$ cat config.mk
export PLATFORM = sky130hd
export DESIGN_NAME = ocfd_decode
export DESIGN_NICKNAME = d
export VERILOG_FILES = /design/src/ocfd_pkg.sv /design/src/ocfd_fuse_mem.sv /design/src/ocfd_decode.sv
export VERILOG_INCLUDE_DIRS = /design/src
export SDC_FILE = /design/constraint.sdc
export NUM_CORES = 1
export LEC_CHECK = 0
export BUFFER_PORTS_ARGS = -buffer_cell sky130_fd_sc_hd__buf_2
export CAP_MARGIN = 30
export CORE_UTILIZATION = 50
export CTS_CLUSTER_DIAMETER = 100
export DETAILED_ROUTE_END_ITERATION = 6
export HOLD_SLACK_MARGIN = 0.1
export PLACE_DENSITY = 0.81
export REMOVE_ABC_BUFFERS = 1
export SLEW_MARGIN = 20
export SYNTH_ARGS = -nofsm -noshare
export SYNTH_HDL_FRONTEND = slang
export SYNTH_SLANG_ARGS = --single-unit
$ cat constraint.sdc
create_clock -name clk -period 5.04 [get_ports clk]
set_input_delay 1.26 -clock clk [delete_from_list [all_inputs] [get_ports clk]]
set_output_delay 1.26 -clock clk [all_outputs]
set_load 0.05 [all_outputs]
$ cat src/ocfd_cfg.svh
// Constants for the oscillator configuration fuse decoder: map, fields, codes.
`ifndef OCFD_CFG_SVH
`define OCFD_CFG_SVH

// Fuse array shape.
`define OCFD_WORD_COUNT 7
`define OCFD_WORD_W 16
`define OCFD_IDX_W 3
`define OCFD_ERASED 16'hFFFF

// Word indices read during the power-on load.
`define OCFD_OSC_IDX 3'h0
`define OCFD_CP_IDX 3'h6

// Byte addresses of the extra registers; fuse word n sits at 4*n.
`define OCFD_STATUS_ADDR 8'h1C
`define OCFD_CTRL_ADDR 8'h20

// Control register fields.
`define OCFD_CTRL_IDX_MSB 2
`define OCFD_CTRL_IDX_LSB 0
`define OCFD_CTRL_GO_BIT 8

// Oscillator word fields.
`define OCFD_PMODE_MSB 3
`define OCFD_PMODE_LSB 0
`define OCFD_SRC_MSB 9
`define OCFD_SRC_LSB 8
`define OCFD_SWMON_MSB 15
`define OCFD_SWMON_LSB 14

// Power-on source code for the internal low-power RC oscillator.
`define OCFD_SRC_LPRC 2'h2

// Code-protect bit in its word; a programmed (zero) bit protects.
`define OCFD_CP_BIT 0
`define OCFD_CP_ON 1'h0

// Clock switch and monitor codes.
`define OCFD_SWMON_SW_ONLY 2'h1
`define OCFD_SWMON_BOTH 2'h0

// Primary oscillator mode codes.
`define OCFD_PMODE_EXTIO_X16 4'hF
`define OCFD_PMODE_EXTIO_X8 4'hE
`define OCFD_PMODE_EXTIO_X4 4'hD
`define OCFD_PMODE_EXTIO 4'hC
`define OCFD_PMODE_EXTCLK_OUT 4'hB
`define OCFD_PMODE_RESERVED 4'hA
`define OCFD_PMODE_RC_OUT 4'h9
`define OCFD_PMODE_RC_IO 4'h8
`define OCFD_PMODE_MED_X16 4'h7
`define OCFD_PMODE_MED_X8 4'h6
`define OCFD_PMODE_MED_X4 4'h5
`define OCFD_PMODE_MED 4'h4
`define OCFD_PMODE_FAST_XTAL_TOP 3'h1
`define OCFD_PMODE_SLOW_XTAL_TOP 3'h0

`endif

$ cat src/ocfd_pkg.sv
// Types shared by the oscillator configuration fuse decoder.
package ocfd_pkg;

	// Power-on oscillator source, encoded as the fuse field.
	typedef enum logic [1:0] {
		SRC_LP_32K = 2'h0,
		SRC_FAST_RC = 2'h1,
		SRC_LOW_POWER_RC = 2'h2,
		SRC_PRIMARY = 2'h3
	} ocfd_osc_source_type;

	// Primary oscillator mode after decoding.
	typedef enum logic [2:0] {
		PM_EXT_CLOCK_PIN_IO = 3'h0,
		PM_EXT_CLOCK_WITH_OUTPUT = 3'h1,
		PM_EXT_RC_WITH_OUTPUT = 3'h2,
		PM_EXT_RC_PIN_IO = 3'h3,
		PM_MEDIUM_CRYSTAL = 3'h4,
		PM_HIGH_SPEED_CRYSTAL = 3'h5,
		PM_LOW_FREQ_CRYSTAL = 3'h6,
		PM_RESERVED = 3'h7
	} ocfd_pri_mode_type;

	// PLL multiplier in front of the primary oscillator.
	typedef enum logic [1:0] {
		PLL_NONE = 2'h0,
		PLL_X4 = 2'h1,
		PLL_X8 = 2'h2,
		PLL_X16 = 2'h3
	} ocfd_pll_type;

	// Load sequencer states, one-hot.
	typedef enum logic [3:0] {
		ST_RD_OSC = 4'h1,
		ST_CAP_OSC = 4'h2,
		ST_CAP_CP = 4'h4,
		ST_RUN = 4'h8
	} ocfd_state_type;

endpackage

$ cat src/ocfd_fuse_mem.sv
// Small array holding the nonvolatile configuration words, with registered read.
`timescale 1ns/10ps

module ocfd_fuse_mem
#(
	parameter int WIDTH = 16,
	parameter int DEPTH = 7,
	parameter int AW = 3
)
(
	// Clock, reset and enable.
	input wire logic clk,
	input wire logic rst_n,
	input wire logic ce,
	// Write port.
	input wire logic we,
	input wire logic [AW-1:0] waddr,
	input wire logic [WIDTH-1:0] wdata,
	// Read port.
	input wire logic [AW-1:0] raddr,
	output logic [WIDTH-1:0] rdata
);

	// The cells model nonvolatile storage, so reset does not touch them.
	logic [WIDTH-1:0] cells [DEPTH];

	// Read index inside the array; outside it reads as zero.
	wire rd_in_range = (int'(raddr) < DEPTH);

	// Write port; the caller keeps waddr inside the array.
	always_ff @(posedge clk)
	begin
		if (ce && we)
			cells[waddr] <= wdata;
	end

	// Read data come out of a register one cycle after the address.
	always_ff @(posedge clk or negedge rst_n)
	begin
		if (!rst_n)
			rdata <= '0;
		else if (ce)
			rdata <= rd_in_range ? cells[raddr] : '0;
	end

endmodule

$ cat src/ocfd_decode.sv
// Oscillator configuration fuse decoder with APB access to the fuse words.
//
// The APB slave port and the address map were decided locally.
`timescale 1ns/10ps
`include "ocfd_cfg.svh"
// Notes on behaviour
// - Seven sixteen-bit fuse words hold configuration.
// - System bits set clock settings at power-up.
// - Active code protect blocks program memory access.
// - Switch field: 1x none, 01 switch, 00 both.
// - Source field picks primary, LPRC, FRC, 32k.
// - Codes 1111-1100 external clock, pin I/O, PLL.
// - 1011, 1001 output clock/4; 1000 RC I/O.
// - 0111-0100 medium crystal, x16/x8/x4/no PLL.
// - 001x high-speed, 000x low-frequency crystal.

module ocfd_decode
	import ocfd_pkg::*;
#(
	parameter int ADDR_W = 8
)
(
	// Clock, reset and clock enable.
	input wire logic clk,
	input wire logic rst_b,
	input wire logic ce,
	// APB slave.
	input wire logic [ADDR_W-1:0] paddr,
	input wire logic psel,
	input wire logic penable,
	input wire logic pwrite,
	input wire logic [31:0] pwdata,
	output logic pready,
	output logic [31:0] prdata,
	output logic pslverr,
	// Decoded clock settings.
	output logic cfg_valid,
	output logic clk_switch_en,
	output logic fail_safe_mon_en,
	output ocfd_osc_source_type osc_source,
	output ocfd_pri_mode_type primary_osc_mode,
	output ocfd_pll_type pll_mult,
	output logic secondary_osc_pin_io,
	output logic secondary_osc_pin_clkout,
	// Program memory access gate.
	input wire logic pmem_rd_req,
	input wire logic pmem_wr_req,
	output logic pmem_rd_grant,
	output logic pmem_wr_grant,
	output logic code_protect_active
);

	// Maps a primary mode code to its oscillator kind.
	function automatic ocfd_pri_mode_type pri_mode_of(input logic [3:0] code);
		ocfd_pri_mode_type m;
		m = PM_RESERVED;
		case (code)
			`OCFD_PMODE_EXTIO_X16, `OCFD_PMODE_EXTIO_X8,
			`OCFD_PMODE_EXTIO_X4, `OCFD_PMODE_EXTIO:
				m = PM_EXT_CLOCK_PIN_IO;
			`OCFD_PMODE_EXTCLK_OUT: m = PM_EXT_CLOCK_WITH_OUTPUT;
			`OCFD_PMODE_RC_OUT: m = PM_EXT_RC_WITH_OUTPUT;
			`OCFD_PMODE_RC_IO: m = PM_EXT_RC_PIN_IO;
			`OCFD_PMODE_MED_X16, `OCFD_PMODE_MED_X8,
			`OCFD_PMODE_MED_X4, `OCFD_PMODE_MED:
				m = PM_MEDIUM_CRYSTAL;
			default:
			begin
				// The bottom bit is a don't-care for the two remaining crystals.
				if (code[3:1] == `OCFD_PMODE_FAST_XTAL_TOP)
					m = PM_HIGH_SPEED_CRYSTAL;
				else if (code[3:1] == `OCFD_PMODE_SLOW_XTAL_TOP)
					m = PM_LOW_FREQ_CRYSTAL;
				else
					m = PM_RESERVED;
			end
		endcase
		return m;
	endfunction

	// Maps a primary mode code to its PLL multiplier.
	function automatic ocfd_pll_type pll_of(input logic [3:0] code);
		ocfd_pll_type p;
		p = PLL_NONE;
		case (code)
			`OCFD_PMODE_EXTIO_X16, `OCFD_PMODE_MED_X16: p = PLL_X16;
			`OCFD_PMODE_EXTIO_X8, `OCFD_PMODE_MED_X8: p = PLL_X8;
			`OCFD_PMODE_EXTIO_X4, `OCFD_PMODE_MED_X4: p = PLL_X4;
			default: p = PLL_NONE;
		endcase
		return p;
	endfunction

	// Synchronised reset; the clock enable does not gate it so release is never stuck.
	logic rst_s1;
	logic rst_q;

	// Load sequencer state.
	ocfd_state_type state;
	ocfd_state_type next_state;

	// Captured oscillator word, held from the load until the next reset.
	logic [`OCFD_WORD_W-1:0] osc_word_q;

	// Array read data and write controls.
	logic [`OCFD_WORD_W-1:0] mem_rdata;
	logic [`OCFD_WORD_COUNT-1:0] erase_pend;

	// APB answer state.
	logic ack_q;
	logic err_q;
	logic rd_ready_q;

	// Register decode, all from the held address.
	wire in_run = (state == ST_RUN);
	wire [ADDR_W-3:0] word_idx = paddr[ADDR_W-1:2];
	wire [`OCFD_IDX_W-1:0] word_sel = paddr[`OCFD_IDX_W+1:2];
	wire aligned = (paddr[1:0] == 2'h0);
	wire fuse_hit = aligned && (int'(word_idx) < `OCFD_WORD_COUNT);
	wire status_hit = (paddr == ADDR_W'(`OCFD_STATUS_ADDR));
	wire ctrl_hit = (paddr == ADDR_W'(`OCFD_CTRL_ADDR));
	wire bad_access = !(fuse_hit || status_hit || ctrl_hit) || (pwrite && status_hit);

	// A transfer completes at the edge where the access phase sees pready.
	wire access = psel && penable && in_run;
	wire wr_fire = access && ack_q && pwrite && !err_q;
	wire [`OCFD_IDX_W-1:0] erase_idx = pwdata[`OCFD_CTRL_IDX_MSB:`OCFD_CTRL_IDX_LSB];
	wire fuse_we = wr_fire && fuse_hit;
	wire erase_we = wr_fire && ctrl_hit && pwdata[`OCFD_CTRL_GO_BIT]
		&& (int'(erase_idx) < `OCFD_WORD_COUNT);

	// One array port serves both the load and the bus.
	wire mem_we = fuse_we || erase_we;
	wire [`OCFD_IDX_W-1:0] mem_waddr = fuse_we ? word_sel : erase_idx;
	wire [`OCFD_WORD_W-1:0] mem_wdata = fuse_we ? pwdata[`OCFD_WORD_W-1:0] : `OCFD_ERASED;
	wire [`OCFD_IDX_W-1:0] mem_raddr = (state == ST_RD_OSC) ? `OCFD_OSC_IDX :
		(state == ST_CAP_OSC) ? `OCFD_CP_IDX : word_sel;

	// Fields of the captured oscillator word.
	wire [1:0] swmon_field = osc_word_q[`OCFD_SWMON_MSB:`OCFD_SWMON_LSB];
	wire [1:0] src_field = osc_word_q[`OCFD_SRC_MSB:`OCFD_SRC_LSB];
	wire [3:0] pmode_field = osc_word_q[`OCFD_PMODE_MSB:`OCFD_PMODE_LSB];
	wire ocfd_pri_mode_type dec_mode = pri_mode_of(pmode_field);
	wire ocfd_pll_type dec_pll = pll_of(pmode_field);

	// Status view of the block's own state.
	wire [31:0] status_word = {9'h000, erase_pend, 3'h0, cfg_valid, code_protect_active,
		secondary_osc_pin_io, secondary_osc_pin_clkout, fail_safe_mon_en, clk_switch_en,
		pll_mult, primary_osc_mode, osc_source};
	wire [31:0] rd_mux = fuse_hit ? {16'h0000, mem_rdata} : status_hit ? status_word : 32'h00000000;

	// The array of seven fuse words.
	ocfd_fuse_mem #(
		.WIDTH(`OCFD_WORD_W),
		.DEPTH(`OCFD_WORD_COUNT),
		.AW(`OCFD_IDX_W)
	) u_mem (
		.clk(clk),
		.rst_n(rst_q),
		.ce(ce),
		.we(mem_we),
		.waddr(mem_waddr),
		.wdata(mem_wdata),
		.raddr(mem_raddr),
		.rdata(mem_rdata)
	);

	// Reset release through two flip-flops.
	always_ff @(posedge clk or negedge rst_b)
	begin
		if (!rst_b)
		begin
			rst_s1 <= 1'b0;
			rst_q <= 1'b0;
		end
		else
		begin
			rst_s1 <= 1'b1;
			rst_q <= rst_s1;
		end
	end

	// Load walk: read the oscillator word, then the protect word, then run.
	always_comb
	begin
		case (state)
			ST_RD_OSC: next_state = ST_CAP_OSC;
			ST_CAP_OSC: next_state = ST_CAP_CP;
			ST_CAP_CP: next_state = ST_RUN;
			ST_RUN: next_state = ST_RUN;
			default: next_state = ST_RD_OSC;
		endcase
	end

	// Sequencer register; only a reset restarts the load.
	always_ff @(posedge clk or negedge rst_q)
	begin
		if (!rst_q)
			state <= ST_RD_OSC;
		else if (ce)
			state <= next_state;
	end

	// Capture of the power-on settings. Later fuse writes wait for the next reset.
	always_ff @(posedge clk or negedge rst_q)
	begin
		if (!rst_q)
		begin
			osc_word_q <= '0;
			code_protect_active <= 1'b1;
			cfg_valid <= 1'b0;
			clk_switch_en <= 1'b0;
			fail_safe_mon_en <= 1'b0;
			osc_source <= SRC_FAST_RC;
			primary_osc_mode <= PM_RESERVED;
			pll_mult <= PLL_NONE;
			secondary_osc_pin_io <= 1'b0;
			secondary_osc_pin_clkout <= 1'b0;
		end
		else if (ce && state == ST_CAP_OSC)
			osc_word_q <= mem_rdata;
		else if (ce && state == ST_CAP_CP)
		begin
			code_protect_active <= (mem_rdata[`OCFD_CP_BIT] == `OCFD_CP_ON);
			cfg_valid <= 1'b1;
			clk_switch_en <= !swmon_field[1];
			fail_safe_mon_en <= (swmon_field == `OCFD_SWMON_BOTH);
			osc_source <= ocfd_osc_source_type'(src_field);
			primary_osc_mode <= dec_mode;
			pll_mult <= dec_pll;
			secondary_osc_pin_io <= (dec_mode == PM_EXT_CLOCK_PIN_IO)
				|| (dec_mode == PM_EXT_RC_PIN_IO);
			secondary_osc_pin_clkout <= (dec_mode == PM_EXT_CLOCK_WITH_OUTPUT)
				|| (dec_mode == PM_EXT_RC_WITH_OUTPUT);
		end
	end

	// Erase-pending flags: set by an erase, cleared by the following word write.
	genvar gi;
	generate
		for (gi = 0; gi < `OCFD_WORD_COUNT; gi++)
		begin : g_pend
			wire set_p = erase_we && (int'(erase_idx) == gi);
			wire clr_p = fuse_we && (int'(word_sel) == gi);
			always_ff @(posedge clk or negedge rst_q)
			begin
				if (!rst_q)
					erase_pend[gi] <= 1'b0;
				else if (ce && set_p)
					erase_pend[gi] <= 1'b1;
				else if (ce && clr_p)
					erase_pend[gi] <= 1'b0;
			end
		end
	endgenerate

	// APB answer: the array needs one cycle after the address, so pready comes on
	// the second access cycle; a transfer held over the load waits for run.
	always_ff @(posedge clk or negedge rst_q)
	begin
		if (!rst_q)
		begin
			ack_q <= 1'b0;
			err_q <= 1'b0;
			rd_ready_q <= 1'b0;
			prdata <= '0;
		end
		else if (ce)
		begin
			rd_ready_q <= in_run && psel;
			ack_q <= access && rd_ready_q && !ack_q;
			if (access && rd_ready_q && !ack_q)
			begin
				err_q <= bad_access;
				prdata <= bad_access ? 32'h00000000 : rd_mux;
			end
		end
	end

	// Handshake outputs.
	assign pready = ack_q;
	assign pslverr = ack_q && err_q;

	// Program memory is shut off while protection is active.
	assign pmem_rd_grant = pmem_rd_req && !code_protect_active;
	assign pmem_wr_grant = pmem_wr_req && !code_protect_active;
endmodule

### After elaboration in Yosys (flattened, before gate mapping)

Memory sizes are Yosys's and may differ from the RTL's.
Index checks and enable logic that the tools add are counted.

* equal/unequal tests: 33
* muxes and demuxes: 29
* bitwise gates (word level): 2
* reduce and logical (&&, ||, !) cells: 80
* $lt $le $gt $ge: 3

Operators by type and width (number)
* 23-bit two-way mux: 3
* 1-bit logical AND: 48
* 4-bit equality test, second input constant: 8
* 16-bit two-way mux: 2
* 3-bit equality test, second input constant: 8
* 4-bit by 3-bit equality test with 1-bit output, second input constant: 5
* 3-bit by 2-bit equality test with 1-bit output, second input constant: 6
* 1-bit two-way mux: 17
* 3-bit case mux with 5 select lines: 1
* 2-bit nonzero test: 7
* 3-bit zero test: 4
* 4-bit case mux with 3 select lines: 1
* 3-bit two-way mux: 3
* 8-bit by 5-bit equality test with 1-bit output, second input constant: 1
* 8-bit by 6-bit equality test with 1-bit output, second input constant: 1
* 2-bit OR reduction: 4
* 4-bit OR reduction: 2
* 3-bit by 1-bit equality test with 1-bit output, second input constant: 2
* 1-bit logical OR: 6
* 3-bit less-than comparator, second input constant: 2
* 6-bit by 3-bit less-than comparator with 1-bit output, second input constant: 1
* 2-bit case mux with 3 select lines: 1
* 1-bit zero test: 5
* 4-bit by 1-bit equality test with 1-bit output, second input constant: 1
* other kinds (5): 8

* memories kept: 1
* register bits: 93
* RAM bits: 112
* bits of input ports: 48
* logic and storage cells: 173
* output and inout port bits: 49

Memory list
* u_mem.cells: depth 7, width 16, read ports 1, clocked after memory_dff 0, wr ports 1, line ocfd_fuse_mem.sv:25 `logic [WIDTH-1:0] cells [DEPTH];`

### Longest topological paths before layout

* depth after elaboration: 12
* mapped depth: 8
* gate-level depth less buffers: 5

### Cells and area by module

A second synthesis with hierarchy kept.

* cell total of the unflattened synthesis: 604
* area total of the unflattened synthesis: 8006.4 µm²

By module, submodules not included
* ocfd_fuse_mem: area an instance 5007.3 µm², times used 1, cells an instance 307, sequential area each 3763.6 µm²
* ocfd_decode: area an instance 2999.1 µm², times used 1, cells an instance 297, sequential area each 1508.9 µm²

### Worst setup path before layout

No wires, ideal clock.

* path type: input port to flip-flop
* start point: input paddr[1]
* end point: memory u_mem.cells[0][0] (enable)
* stages: 4
* data required time: 4.624 ns
* setup time: 0.416 ns
* path buffers: 0
* arrival time: 3.566 ns
* setup slack: 1.059 ns
* cells stage by stage: nor4_4 > nand4_1 > or3_2 > o32ai_1

* longest elaborated chain between the ends: 8
* elaborated cells between the ends (all ways): 12
* classes of those cells: eq/ne: 1; mux: 3; reduce/logical: 8

RTL lines
* start: declaration: line ocfd_decode.sv:28 `input wire logic [ADDR_W-1:0] paddr,`
* 8-bit by 6-bit equality test with 1-bit output: line ocfd_decode.sv:121 `` wire ctrl_hit = (paddr == ADDR_W'(`OCFD_CTRL_ADDR)); ``
* 1-bit logical AND (3 in series): line ocfd_decode.sv:129 `` wire erase_we = wr_fire && ctrl_hit && pwdata[`OCFD_CTRL_GO_BIT] ``
* 1-bit logical OR: line ocfd_decode.sv:133 `wire mem_we = fuse_we || erase_we;`
* 1-bit logical AND: line ocfd_fuse_mem.sv:33 `if (ce && we)`
* 1-bit two-way mux: line ocfd_fuse_mem.sv:33
* 1-bit two-way mux (not written as such): line ocfd_fuse_mem.sv:34 `cells[waddr] <= wdata;`
* end: declaration: line ocfd_fuse_mem.sv:25

Several ways; a longest one is shown, not always the timed one.

### Worst setup path in the final report

* start point: input ce
* end point: register primary_osc_mode[1]

* longest elaborated chain between the ends: 3
* elaborated cells between the ends (all ways): 4
* classes of those cells: bitwise: 1; reduce/logical: 3

RTL lines
* start: declaration: line ocfd_decode.sv:26 `input wire logic ce,`
* 1-bit logical AND: line ocfd_decode.sv:220 `else if (ce && state == ST_CAP_OSC)`
* 1-bit NOT (no line)
* 2-bit AND reduction (no line) (*)
* end signal: assignment: line ocfd_decode.sv:229 `primary_osc_mode <= dec_mode;`
* end: declaration: line ocfd_decode.sv:41 `output ocfd_pri_mode_type primary_osc_mode,`

Mark *: on every way between the ends. The rest lies on a longest branch, timed or not.
A chain may end at the register's enable or synchronous reset.

==> summary.txt <==
Logic synthesis
  – Number of synthesized flops with an enable pin: 112
  – Mapped Area: 7900 sq um
  – Syn_area_per_cell: 14.2 sq um
  – Seq cells post-synth: 188
  – Async SR Flop Fraction: 0.404
  – Distinct cells, synth: 65
  – Yosys synthesis warning count: 0
  – Sequential area share after synthesis: 0.668
  – Cells after Synth: about 560
  – Main flop type after synthesis: edfxtp_1

Cells and area
  – Commonest cells after routing, fill and taps aside: edfxtp_1 (112), buf_2 (71), dfrtp_1 (69), nand2_1 (58), mux2i_1 (28)
  – Nets: 679
  – Layout cells sized above 1: 0.295
  – Area grow syn2layout: 14.1%
  – Commonest non-fill, non-tap cell in the layout: edfxtp_1
  – Ant diodes: 0
  – Post-route cell area: roughly 9000 sq um
  – Fin util: 0.588

CTS
  – CTS buffer count: 17
  – CTS Hold Bufs: 0
  – CTS root buf: clkbuf_16
  – Clock sink count: 188
  – Worst-path clk slew: 0.07 ns
  – Clock Latency Late Sink: approximately 0.43 ns
  – Post-CTS sizing: 0
  – H-Tree Depth: 4
  – CTS tree: built
  – CTS max path bufs: 2
  – Post-CTS Setup Bufs: 0

GRT
  – Vias in the first global route: between 4000 and 5000
  – First-pass GRT wire length: 26.3 mm
  – Total GRT Usage: 0.217
  – M3 GR Usage: 0.0317
  – Global routing's busiest layer: met2
  – Antenna violations before repair: 0
  – Largest net degree at the start of global routing: 51
  – Grt met1 use: 0.281
  – Met2 usage: 0.372
  – Overflow after GRT: 0

Worst hold path
  – Worst hold path class: flop to asynchronous set/reset pin

Placement
  – Setup WS pre-CTS: 1.55 ns
  – Final GP Congestion: 0.902
  – Area post-placement: 8430 sq um
  – Port Buffers: 71
  – HPWL Detailed: 10.7 mm

Drt
  – Wire length per cell: 19.7 um
  – Drt via density: 5.86
  – Starting DRT DRC Count: 481
  – Detail Route Antenna Nets: 0
  – Vias after detailed routing: 5012
  – DR DRC count: 0
  – Drt total wl: 16.9 mm
  – DRT Pass-1 Iters: 5

Critical path
  – CP Class: primary input to flop
  – CP Capture Type: flop
  – Crit path max fanout: 19
  – Max incr delay on CP: 0.60 ns
  – Worst Path Arrival: 3.48 ns
  – Worst EP required: 5.42 ns
  – Startpoint Class: primary input
  – Critical path, cell by cell: buf_2 -> clkinv_1 -> nor2_1 -> nand3_1 -> a211oi_1 -> a21o_1
  – Worst Reg-to-Reg Cells: 6
  – Critical-path top delay cell: clkinv_1

Outcome
  – Outcome: completed

Floorplanning
  – Die height: 128 um
  – I/O Pins: 97
  – Standard-cell rows: 45
  – Core area: 15300 sq um
  – Initial Util: 0.516
  – Die width: ~130 um
  – Die ar.: 16300 sq um

STA
  – Least-Margin Pin Slew: 0.946 ns
  – Max-slew headroom: 0.369
  – Final min period: 3.11 ns
  – Clock Skew: 0.0129 ns
  – Final worst slack: 1.93 ns
  – Crit share post-route: 0.617
  – Setup TNS: 0 ns
  – RSZ-0062 raised after global routing: no
  – Fmax achieved: 0.322 GHz
  – Number of endpoints failing setup at the final stage: 0
  – Slew Limit Fails: 0
  – Final Hold Viols: 0

Flow run
  – Max-Cap Viols: 0

Power
  – Leak: between 3 and 4 nW
  – Pwr dens: around 400 nW/um^2
  – Post-route total power: 0.00361 W
  – VDD IR max: 0.246 mV
## flip-flops by register name (all words and copies together), names as in the netlist, 2 cells and up
register / count
pll_mult: 2
prdata: 23
primary_osc_mode: 3
osc_word_q: 8
erase_pend: 7
state: 4
osc_source: 2
u_mem.cells: 112
u_mem.rdata: 16
## metrics by stage
stage / cells / hold WS, ns
after floorplan: 525 / 0.331
after global placement: 822 / 0.283
after detailed placement: 823 / 0.294
after CTS: 855 / 0.305
after global routing: 855 / 0.321
final: 855 / 0.278
## metal layers
| metal | share of wire | routed length (um) | vias up |
|---|---|---|---|
| met1 | 0.42 | 7040 | 2533 |
| met2 | 0.51 | 8670 | 180 |
| met3 | 0.049 | 819 | 25 |
| met4 | 0.020 | 340 | 0 |
| li1 | - | - | 2274 |
| met5 | 0 | 0 | - |
## critical path, delay by kind of cell
| kind | cells | cell delay [ns] |
|---|---|---|
| simple gates | 2 | 0.83 |
| buf+inv | 2 | 0.87 |
| compound gates | 2 | 0.51 |
## final timing paths
kind	start	end	slack [ns]
max in group asynchronous	rst_q$_DFF_PN0_	u_mem.rdata[11]$_DFFE_PN0P_	3.72
setup reg to reg	state[3]$_DFFE_PN0P_	u_mem.cells[6][1]$_DFFE_PP_	2.42
hold / removal	rst_q$_DFF_PN0_	erase_pend[1]$_DFFE_PN0P_	0.28
hold reg to reg	rst_q$_DFF_PN0_	erase_pend[1]$_DFFE_PN0P_	0.28
setup / recovery	ce	primary_osc_mode[1]$_DFFE_PN1P_	1.93
min in group clk	rst_s1$_DFF_PN0_	rst_q$_DFF_PN0_	0.36
## synthesized netlist by cell type (all sizes together), types with 3 or more instances
cell / instances / area share
nand2b: 7 / 0.0059
nand2: 59 / 0.028
o22ai: 4 / 0.0032
inv: 8 / 0.0038
or2: 18 / 0.014
a22oi: 4 / 0.0038
o21ai: 26 / 0.016
a22o: 25 / 0.028
o31ai: 3 / 0.0029
clkbuf: 13 / 0.0062
nor3: 8 / 0.0065
buf: 28 / 0.025
o221ai: 16 / 0.018
mux2: 24 / 0.034
or4: 3 / 0.0043
nor2: 11 / 0.0052
nand3: 6 / 0.0038
or3: 5 / 0.0054
edfxtp: 112 / 0.43
o21a: 4 / 0.0038
a21oi: 5 / 0.0036
and3: 4 / 0.0035
nand4: 6 / 0.0048
mux2i: 28 / 0.035
dfrtp: 70 / 0.22
o2bb2ai: 3 / 0.0033
a222oi: 15 / 0.019
nor2b: 7 / 0.0065
dfstp: 6 / 0.020
a211oi: 4 / 0.0051
## where the power goes
group	switching, W	internal, W
sequential	0.0000756	0.00167
combinational	0.000387	0.000175
clock	0.000566	0.000740
## cells by family after synthesis
kind of cell | count (synthesis) | share of synthesized area
compound gates | 119 | 0.119
xor+xnor | 2 | 0.00222
buf+inv | 50 | 0.0357
flops | 188 | 0.668
mux | 52 | 0.0697
other cells | 2 | 0.000951
simple gates | 145 | 0.105
## cell type report
cell class	count	area [sq um]
Clock buffer	21	440
Multi-Input combinational cell	328	2380
Sequential cell	188	5270
Tap cell	211	264
Inverter	9	33.8
Clock inverter	11	135
Timing Repair Buffer	87	483
Fill cell	1153	6300
No activity file was read; power rests on OpenSTA's default activity.
